[src/core/dtc_defs.vh]
`ifndef DTC_DEFS_VH
`define DTC_DEFS_VH

// register addresses on the special function register port
`define DTC_ADDR_CONTROL 8'h88
`define DTC_ADDR_MODE    8'h89
`define DTC_ADDR_LOW0    8'h8A
`define DTC_ADDR_LOW1    8'h8B
`define DTC_ADDR_HIGH0   8'h8C
`define DTC_ADDR_HIGH1   8'h8D

// control register fields
`define DTC_CTL_RUN0     4
`define DTC_CTL_FLAG0    5
`define DTC_CTL_RUN1     6
`define DTC_CTL_FLAG1    7

// mode register: nibble base per timer, bits within nibble
`define DTC_MOD_BASE0    0
`define DTC_MOD_BASE1    4
`define DTC_MOD_MODE_LO  0
`define DTC_MOD_SRC      2
`define DTC_MOD_GATE     3

// operating modes
`define DTC_MODE_13BIT   2'h0
`define DTC_MODE_16BIT   2'h1
`define DTC_MODE_RELOAD  2'h2
`define DTC_MODE_SPLIT   2'h3

// reset values
`define DTC_RST_BYTE     8'h00

// timing
`define DTC_CLK_PERIOD_NS  20
`define DTC_PER_CYCLE_CLKS 6
`define DTC_PER_LAST_TICK  3'h5
`define DTC_PRESCALE_MASK  8'h1F

`endif

[src/core/dtc_timer_pair.v]
`timescale 1ns/1ps
`include "dtc_defs.vh"

module dtc_timer_pair (
	// clock, reset, enable
	input  wire       sys_clk,
	input  wire       rst,
	input  wire       clk_en,
	// special function register port
	input  wire [7:0] sfr_addr,
	input  wire [7:0] sfr_wdata,
	input  wire       sfr_wr,
	input  wire       sfr_rd,
	output reg  [7:0] sfr_rdata,
	// external pins
	input  wire       count_pin_first,
	input  wire       count_pin_second,
	input  wire       gate_pin_first,
	input  wire       gate_pin_second,
	// interrupt vector acknowledge from core
	input  wire       irq_ack_first,
	input  wire       irq_ack_second,
	// overflow interrupt requests
	output wire       irq_first,
	output wire       irq_second,
	// control bits kept for the external interrupt logic
	output wire [3:0] ext_irq_ctl
);

	// ****************************************
	// peripheral cycle divider
	// ****************************************
	localparam [2:0] PER_LAST = `DTC_PER_LAST_TICK;

	reg  [2:0] per_cnt;
	wire       per_tick = (per_cnt == PER_LAST);

	always @(posedge sys_clk) begin
		if (rst)
			per_cnt <= 3'h0;
		else if (clk_en)
			per_cnt <= per_tick ? 3'h0 : per_cnt + 3'h1;
	end

	// ****************************************
	// registers
	// ****************************************
	reg  [7:0] timer_control_register;
	reg  [7:0] timer_mode_register;
	reg  [7:0] count_low_byte  [0:1];
	reg  [7:0] count_high_byte [0:1];

	wire [1:0] run_bit;
	wire [1:0] src_sel;
	wire [1:0] gate_en;
	wire [1:0] mode0;
	wire [1:0] mode1;
	wire [1:0] pin_sync;
	wire [1:0] gate_sync;

	assign run_bit[0] = timer_control_register[`DTC_CTL_RUN0];
	assign run_bit[1] = timer_control_register[`DTC_CTL_RUN1];
	assign mode0   = timer_mode_register[`DTC_MOD_BASE0 +: 2];
	assign mode1   = timer_mode_register[`DTC_MOD_BASE1 +: 2];
	assign src_sel = {timer_mode_register[`DTC_MOD_BASE1 + `DTC_MOD_SRC],
		timer_mode_register[`DTC_MOD_BASE0 + `DTC_MOD_SRC]};
	assign gate_en = {timer_mode_register[`DTC_MOD_BASE1 + `DTC_MOD_GATE],
		timer_mode_register[`DTC_MOD_BASE0 + `DTC_MOD_GATE]};
	assign ext_irq_ctl = {timer_control_register[3:2], timer_control_register[1:0]};

	// ****************************************
	// pin synchronisers and edge sampling
	// ****************************************
	reg  [1:0] cnt_meta;
	reg  [1:0] cnt_sync;
	reg  [1:0] gt_meta;
	reg  [1:0] gt_sync;
	reg  [1:0] sample_now;
	reg  [1:0] sample_prev;

	always @(posedge sys_clk) begin
		if (rst) begin
			cnt_meta    <= 2'h0;
			cnt_sync    <= 2'h0;
			gt_meta     <= 2'h0;
			gt_sync     <= 2'h0;
			sample_now  <= 2'h0;
			sample_prev <= 2'h0;
		end else if (clk_en) begin
			cnt_meta <= {count_pin_second, count_pin_first};
			cnt_sync <= cnt_meta;
			gt_meta  <= {gate_pin_second, gate_pin_first};
			gt_sync  <= gt_meta;
			if (per_tick) begin
				sample_now  <= cnt_sync;
				sample_prev <= sample_now;
			end
		end
	end

	assign pin_sync  = cnt_sync;
	assign gate_sync = gt_sync;

	// ****************************************
	// count enables per timer
	// ****************************************
	// falls seen on the last tick, counted on the next one
	reg  [1:0] fall_pending;
	wire [1:0] fall_tick;
	wire [1:0] enable;
	wire [1:0] inc;
	wire       t0_split = (mode0 == `DTC_MODE_SPLIT);
	wire       t1_halt  = (mode1 == `DTC_MODE_SPLIT);

	// one increment per recognised edge, issued on the following tick
	always @(posedge sys_clk) begin
		if (rst)
			fall_pending <= 2'h0;
		else if (clk_en && per_tick)
			fall_pending <= sample_now & ~cnt_sync;
	end

	genvar gi;
	generate
		for (gi = 0; gi < 2; gi = gi + 1) begin : g_en
			assign fall_tick[gi] = per_tick & fall_pending[gi];
			assign enable[gi] = run_bit[gi] & (~gate_en[gi] | gate_sync[gi]);
			assign inc[gi] = enable[gi] & (src_sel[gi] ? fall_tick[gi] : per_tick);
		end
	endgenerate

	// gate pin only matters while the gate bit is set

	// split-mode high byte of timer 0 runs on timer 1 run bit, clock/6
	wire split_hi_inc = t0_split & run_bit[1] & per_tick;

	// ****************************************
	// counters
	// ****************************************
	reg  [7:0] next_low  [0:1];
	reg  [7:0] next_high [0:1];
	reg  [1:0] ovf;
	reg  [1:0] mode_x    [0:1];
	reg        low_ovf;
	reg        pre_ovf;
	integer    k;

	always @* begin
		mode_x[0] = mode0;
		mode_x[1] = mode1;
		ovf = 2'h0;
		low_ovf = 1'b0;
		pre_ovf = 1'b0;
		for (k = 0; k < 2; k = k + 1) begin
			next_low[k]  = count_low_byte[k];
			next_high[k] = count_high_byte[k];
			if (inc[k] && !(k == 1 && t1_halt)) begin
				case (mode_x[k])
				`DTC_MODE_13BIT: begin
					pre_ovf = (count_low_byte[k][4:0] == 5'h1F);
					next_low[k] = (count_low_byte[k] & ~`DTC_PRESCALE_MASK) |
						((count_low_byte[k] + 8'h01) & `DTC_PRESCALE_MASK);
					if (pre_ovf) begin
						next_high[k] = count_high_byte[k] + 8'h01;
						ovf[k] = (count_high_byte[k] == 8'hFF);
					end
				end
				`DTC_MODE_16BIT: begin
					low_ovf = (count_low_byte[k] == 8'hFF);
					next_low[k] = count_low_byte[k] + 8'h01;
					if (low_ovf) begin
						next_high[k] = count_high_byte[k] + 8'h01;
						ovf[k] = (count_high_byte[k] == 8'hFF);
					end
				end
				`DTC_MODE_RELOAD: begin
					if (count_low_byte[k] == 8'hFF) begin
						next_low[k] = count_high_byte[k];
						ovf[k] = 1'b1;
					end else
						next_low[k] = count_low_byte[k] + 8'h01;
				end
				`DTC_MODE_SPLIT: begin
					next_low[k] = count_low_byte[k] + 8'h01;
					ovf[k] = (count_low_byte[k] == 8'hFF);
				end
				default: next_low[k] = count_low_byte[k];
				endcase
			end
		end
		if (split_hi_inc) begin
			next_high[0] = count_high_byte[0] + 8'h01;
			if (count_high_byte[0] == 8'hFF)
				ovf[1] = 1'b1;
		end
	end

	// ****************************************
	// register writes and flags
	// ****************************************
	// hardware set comes last so it beats ack and write
	reg  [7:0] next_ctl;

	always @* begin
		next_ctl = timer_control_register;
		if (sfr_wr && sfr_addr == `DTC_ADDR_CONTROL)
			next_ctl = sfr_wdata;
		if (irq_ack_first)
			next_ctl[`DTC_CTL_FLAG0] = 1'b0;
		if (irq_ack_second)
			next_ctl[`DTC_CTL_FLAG1] = 1'b0;
		if (ovf[0])
			next_ctl[`DTC_CTL_FLAG0] = 1'b1;
		if (ovf[1])
			next_ctl[`DTC_CTL_FLAG1] = 1'b1;
	end

	always @(posedge sys_clk) begin
		if (rst) begin
			timer_control_register <= `DTC_RST_BYTE;
			timer_mode_register    <= `DTC_RST_BYTE;
			count_low_byte[0]      <= `DTC_RST_BYTE;
			count_low_byte[1]      <= `DTC_RST_BYTE;
			count_high_byte[0]     <= `DTC_RST_BYTE;
			count_high_byte[1]     <= `DTC_RST_BYTE;
		end else if (clk_en) begin
			timer_control_register <= next_ctl;
			if (sfr_wr && sfr_addr == `DTC_ADDR_MODE)
				timer_mode_register <= sfr_wdata;
			count_low_byte[0]  <= (sfr_wr && sfr_addr == `DTC_ADDR_LOW0)
				? sfr_wdata : next_low[0];
			count_low_byte[1]  <= (sfr_wr && sfr_addr == `DTC_ADDR_LOW1)
				? sfr_wdata : next_low[1];
			count_high_byte[0] <= (sfr_wr && sfr_addr == `DTC_ADDR_HIGH0)
				? sfr_wdata : next_high[0];
			count_high_byte[1] <= (sfr_wr && sfr_addr == `DTC_ADDR_HIGH1)
				? sfr_wdata : next_high[1];
		end
	end

	assign irq_first  = timer_control_register[`DTC_CTL_FLAG0];
	assign irq_second = timer_control_register[`DTC_CTL_FLAG1];

	// ****************************************
	// read port
	// ****************************************
	always @(posedge sys_clk) begin
		if (rst)
			sfr_rdata <= 8'h00;
		else if (clk_en) begin
			if (sfr_rd) begin
				case (sfr_addr)
				`DTC_ADDR_CONTROL: sfr_rdata <= timer_control_register;
				`DTC_ADDR_MODE:    sfr_rdata <= timer_mode_register;
				`DTC_ADDR_LOW0:    sfr_rdata <= count_low_byte[0];
				`DTC_ADDR_LOW1:    sfr_rdata <= count_low_byte[1];
				`DTC_ADDR_HIGH0:   sfr_rdata <= count_high_byte[0];
				`DTC_ADDR_HIGH1:   sfr_rdata <= count_high_byte[1];
				default:           sfr_rdata <= 8'h00;
				endcase
			end else
				sfr_rdata <= 8'h00;
		end
	end

endmodule

[config.mk]
export PLATFORM = sky130hd
export DESIGN_NAME = dtc_timer_pair
export DESIGN_NICKNAME = d
export VERILOG_FILES = /design/src/core/dtc_timer_pair.v
export VERILOG_INCLUDE_DIRS = /design/src /design/src/core
export SDC_FILE = /design/constraint.sdc
export NUM_CORES = 1
export LEC_CHECK = 0
export BUFFER_PORTS_ARGS = -buffer_cell sky130_fd_sc_hd__clkbuf_2
export CAP_MARGIN = 15
export CORE_MARGIN = 2
export CORE_UTILIZATION = 55
export CTS_CLUSTER_DIAMETER = 30
export CTS_CLUSTER_SIZE = 12
export DETAILED_ROUTE_END_ITERATION = 6
export GPL_TIMING_DRIVEN = 0
export HOLD_SLACK_MARGIN = 0.12
export PLACE_DENSITY = 0.75
export SYNTH_ARGS = -nofsm -noshare
export SYNTH_HDL_FRONTEND = slang
export SYNTH_SLANG_ARGS = --single-unit
[constraint.sdc]
create_clock -name sys_clk -period 2.2 [get_ports sys_clk]
set_input_delay 0.22 -clock sys_clk [delete_from_list [all_inputs] [get_ports sys_clk]]
set_output_delay 0.22 -clock sys_clk [all_outputs]
set_load 0.005 [all_outputs]
==> out/metrics.csv <==
stage,metric,value,unit
floorplanning,area of the core,7610,um^2
logic_synthesis,dominant synthesized flop cell,sky130_fd_sc_hd__dfxtp_1,
setup_path,CP peak stage delay,0.48,ns
placement,number of input and output port buffers inserted,38,
setup_path,signal arrival time at the worst endpoint,2.18,ns
timing,final period demand of the worst path,2.09,ns
setup_path,worst endpoint required time,2.29,ns
grt,pin count of the biggest net entering global routing,13,
timing,"Slew Viols, Final",0,
placement,HPWL after DPL,8.83,mm
timing,Achievable Freq,478,MHz
floorplanning,number of placement rows,32,
route,"antenna viol nets, final",0,
logic_synthesis,number of warnings issued by yosys,0,
logic_synthesis,net count after synthesis,484,
setup_path,startpoint types,flip-flop,
logic_synthesis,mean area per synthesized cell,9.44,um^2
clock_tree,maximum clock path buffer count,2,
grt,All-Layer GR Usage,30.0,%
timing,Worst Max-Slew Pin Slew,0.636,ns
clock_tree,clock tree from TritonCTS,built,
timing,count of final setup violators,0,
setup_path,Critical Path Fanout Max,7,
route,overall routed net length,12.2,mm
logic_synthesis,cell area after synthesis,4260,um^2
floorplanning,starting density of the core,55.9,%
run,MaxCap Viol Count,0,
timing,post-route setup slack,0.107,ns
timing,Hold Fails Final Rpt,0,
floorplanning,x dimension of the die,92.0,um
route,number of remaining DRC errors,0,
timing,final worst-path cycle share,95.1,%
route,routed length per instance,19.9,um
placement,last weighted congestion value of the routability-driven placer,0.948,
timing,final setup TNS,0,ns
route,vias per cell,6.22,
cells_and_area,Synth-to-Final Area Change,14.3,%
clock_tree,clock slew seen by the registers of the worst setup and hold paths,0.08,ns
logic_synthesis,number of enable flip-flop cells after synthesis,32,
grt,number of global-route vias before repair,3528,
grt,antenna violations before repair,0,
logic_synthesis,async set-or-reset flop fraction in the synthesized netlist,0,%
outcome,outcome,"finished, final reports clean",
clock_tree,Clock Latency Late Sink,0.36,ns
clock_tree,TritonCTS Sinks,71,
setup_path,Crit Path Class,reg -> reg,
cells_and_area,"Net count, final",541,
setup_path,cell at the slowest stage of the critical path,sky130_fd_sc_hd__edfxtp_1,
clock_tree,depth of the CTS H-tree,3,
placement,setup slack at placement,-0.0731,ns
logic_synthesis,Cell variety after synth,60,
pwr,VDD IR-drop max,0.466,mV
timing,slew margin rel.,57.6,%
setup_path,list of cells traversed by the critical path,ha_2 > nand3_1 > nor4_4 > buf_4 > mux2_4 > nand2_1 > a21oi_2,
floorplanning,die outline height,92.0,um
setup_path,Bufs and invs on worst path,1,
route,number of DRC markers after the initial detailed-route iteration,535,
cells_and_area,share of final-layout standard cells stronger than drive strength 1,19.1,%
grt,global route overflow,0,
floorplanning,Die Outline Area,8460,um^2
setup_path,element type at the critical path end,flip-flop,
floorplanning,I/O Pins,41,
clock_tree,Num CTS Buffers,9,
logic_synthesis,sequential fraction of the synthesis area,40.9,%
logic_synthesis,number of flip-flops and latches in the synthesized netlist,71,
pwr,pwr dens,604,nW/um^2
timing,worst clock skew on the final layout,0.0114,ns
route,vias,3826,
logic_synthesis,cells after synthesis,451,
worst_hold_path,path category of the worst min-delay check,in -> reg,
clock_tree,clock root cell,sky130_fd_sc_hd__clkbuf_8,
cells_and_area,Diodes inserted,0,
grt,wire length of the first global-routing pass,19.0,mm
timing,RSZ-0062 raised after global routing,no,
pwr,cell leakage power,1.96,nW
setup_path,cell type group with the largest total delay on the critical path,simple AND/OR/NAND/NOR gates,
route,Initial DRT Pass Iterations,5,
-- routing by layer --
layer	vias to the layer above	part of all wire [%]	global-route usage [%]
met2	243	44	45.3
met5	-	0	0
met1	1755	42	41.7
li1	1792	-	-
met3	36	9.7	5.59
met4	0	4.2	14.1
-- placed cells by master, fill, tap and decap left out, types with 3 or more instances in the layout --
cell type and count:
sky130_fd_sc_hd__nor2_1 58, sky130_fd_sc_hd__nand2_1 39, sky130_fd_sc_hd__dfxtp_1 39, sky130_fd_sc_hd__clkbuf_2 38
sky130_fd_sc_hd__edfxtp_1 32, sky130_fd_sc_hd__mux2i_1 31, sky130_fd_sc_hd__a21oi_1 24, sky130_fd_sc_hd__o21ai_0 22
sky130_fd_sc_hd__nand3_1 15, sky130_fd_sc_hd__a211oi_1 15, sky130_fd_sc_hd__buf_4 13, sky130_fd_sc_hd__xnor2_1 12
sky130_fd_sc_hd__and3_1 11, sky130_fd_sc_hd__clkbuf_1 9, sky130_fd_sc_hd__xor2_1 9, sky130_fd_sc_hd__clkbuf_8 9
sky130_fd_sc_hd__buf_2 8, sky130_fd_sc_hd__inv_1 8, sky130_fd_sc_hd__a22o_1 8, sky130_fd_sc_hd__nor2b_1 6
sky130_fd_sc_hd__buf_1 5, sky130_fd_sc_hd__nor3b_1 5, sky130_fd_sc_hd__o22ai_1 5, sky130_fd_sc_hd__nand2b_1 4
sky130_fd_sc_hd__a31oi_1 4, sky130_fd_sc_hd__nor3_1 4, sky130_fd_sc_hd__nand4b_1 4, sky130_fd_sc_hd__mux2_2 4
sky130_fd_sc_hd__mux4_2 4, sky130_fd_sc_hd__ha_1 4, sky130_fd_sc_hd__dlygate4sd3_1 4, sky130_fd_sc_hd__and4_1 3
sky130_fd_sc_hd__nor4_1 3, sky130_fd_sc_hd__a32oi_1 3, sky130_fd_sc_hd__a22oi_1 3, sky130_fd_sc_hd__a221oi_1 3
sky130_fd_sc_hd__o31ai_1 3
-- power by group --
group          internal [W]  switching [W]
Sequential          0.00143      0.0000661
Clock              0.000635       0.000511
Combinational      0.000124       0.000175
Total               0.00218       0.000752
-- flip-flops by register name (all words and copies together), names as in the netlist --
signal,count
gt_meta,2
fall_pending,2
cnt_meta,2
timer_control_register,8
count_high_byte,16
timer_mode_register,8
gate_sync,2
count_low_byte,16
cnt_sync,2
sample_now,2
sfr_rdata,8
per_cnt,3
-- worst reg2reg max path, cell delays in order (launching register included) --
cell                       delay (ns)
sky130_fd_sc_hd__edfxtp_1        0.48
sky130_fd_sc_hd__ha_2            0.29
sky130_fd_sc_hd__nand3_1         0.16
sky130_fd_sc_hd__nor4_4          0.28
sky130_fd_sc_hd__buf_4           0.20
sky130_fd_sc_hd__mux2_4          0.30
sky130_fd_sc_hd__nand2_1         0.08
sky130_fd_sc_hd__a21oi_2         0.05
-- cells by family after synthesis --
group | count (synthesis) | share of synthesized area [%]
AO/OA/AOI/OAI | 107 | 16.6
XOR/XNOR | 21 | 4.32
adder cells (fa/ha/maj) | 6 | 1.76
buffers and inverters | 40 | 4.73
flip-flops | 71 | 40.9
multiplexers | 41 | 11.4
AND/OR/NAND/NOR | 165 | 20.2
-- metrics by stage --
| stage | cells | area [um^2] | hold WS [ns] | util [%] | power (W) |
|---|---|---|---|---|---|
| 6_report | 615 | 4860 | 0.251 | 63.9 | 0.00294 |
| 5_1_grt | 615 | 4860 | 0.253 | 63.9 | 0.00302 |
| 4_1_cts | 612 | 4830 | 0.230 | 63.6 | 0.00293 |
| 3_5_place_dp | 591 | 4570 | 0.447 | 60.1 | 0.00180 |
| 3_3_place_gp | 591 | 4570 | 0.437 | 60.1 | 0.00179 |
| 2_1_floorplan | 451 | 4260 | 0.364 | - | 0.00168 |
-- area by class of cell --
type / instances / area [um^2]
multi-input combinational: 340 / 2320
tap: 102 / 128
clock buffer: 10 / 128
buffer: 31 / 168
clock inverter: 6 / 85.1
inverter: 9 / 33.8
sequential: 71 / 1740
timing repair buffer: 46 / 260
fill: 662 / 2740
-- worst paths after layout --
path	startpoint	end	slack, ns	cells after the start
max	count_low_byte[0][8]	count_low_byte[0][11]	0.11	7
min	irq_ack_second	timer_control_register[7]	0.25	4
max reg2reg	count_low_byte[0][8]	count_low_byte[0][11]	0.11	7
min reg2reg	sample_now[0]	sample_now[0]	0.46	2
-- repair_timing --
action | in CTS | in global routing
hold endpoints to repair | 4 | 0
endpoints found under the setup margin | 8 | 17
buffers inserted | 1 | 3
pin swaps | 0 | 1
gates resized for setup | 1 | 4
hold buffers | 4 | 0
-- synth_stat cells, types with 2 or more instances --
cell type | instances | share of area [%]
sky130_fd_sc_hd__a211oi_1 | 15 | 2.6
sky130_fd_sc_hd__a21o_1 | 4 | 0.71
sky130_fd_sc_hd__a21oi_1 | 24 | 2.8
sky130_fd_sc_hd__a221oi_1 | 3 | 0.62
sky130_fd_sc_hd__a22o_1 | 8 | 1.6
sky130_fd_sc_hd__a22oi_1 | 3 | 0.53
sky130_fd_sc_hd__a31o_2 | 2 | 0.41
sky130_fd_sc_hd__a31oi_1 | 4 | 0.59
sky130_fd_sc_hd__a32oi_1 | 3 | 0.62
sky130_fd_sc_hd__and2_1 | 2 | 0.29
sky130_fd_sc_hd__and3_1 | 11 | 1.6
sky130_fd_sc_hd__and4_1 | 3 | 0.62
sky130_fd_sc_hd__buf_1 | 5 | 0.44
sky130_fd_sc_hd__buf_2 | 8 | 0.94
sky130_fd_sc_hd__buf_4 | 9 | 1.6
sky130_fd_sc_hd__clkbuf_1 | 8 | 0.71
sky130_fd_sc_hd__dfxtp_1 | 39 | 18
sky130_fd_sc_hd__edfxtp_1 | 32 | 23
sky130_fd_sc_hd__ha_1 | 6 | 1.8
sky130_fd_sc_hd__inv_1 | 8 | 0.71
sky130_fd_sc_hd__mux2_2 | 4 | 1.1
sky130_fd_sc_hd__mux2i_1 | 31 | 7.3
sky130_fd_sc_hd__mux4_2 | 4 | 2.1
sky130_fd_sc_hd__nand2_1 | 39 | 3.4
sky130_fd_sc_hd__nand2b_1 | 4 | 0.59
sky130_fd_sc_hd__nand3_1 | 15 | 1.8
sky130_fd_sc_hd__nand4b_1 | 4 | 0.82
sky130_fd_sc_hd__nor2_1 | 58 | 5.1
sky130_fd_sc_hd__nor2b_1 | 6 | 0.88
sky130_fd_sc_hd__nor3_1 | 4 | 0.47
sky130_fd_sc_hd__nor3b_1 | 5 | 0.88
sky130_fd_sc_hd__nor4_1 | 3 | 0.44
sky130_fd_sc_hd__o2111ai_1 | 2 | 0.41
sky130_fd_sc_hd__o211ai_1 | 2 | 0.35
sky130_fd_sc_hd__o21ai_0 | 22 | 2.6
sky130_fd_sc_hd__o21bai_1 | 2 | 0.35
sky130_fd_sc_hd__o22ai_1 | 5 | 0.74
sky130_fd_sc_hd__o31ai_1 | 3 | 0.53
sky130_fd_sc_hd__xnor2_1 | 12 | 2.5
sky130_fd_sc_hd__xor2_1 | 9 | 1.9
Power figures use the tool's default switching activity.
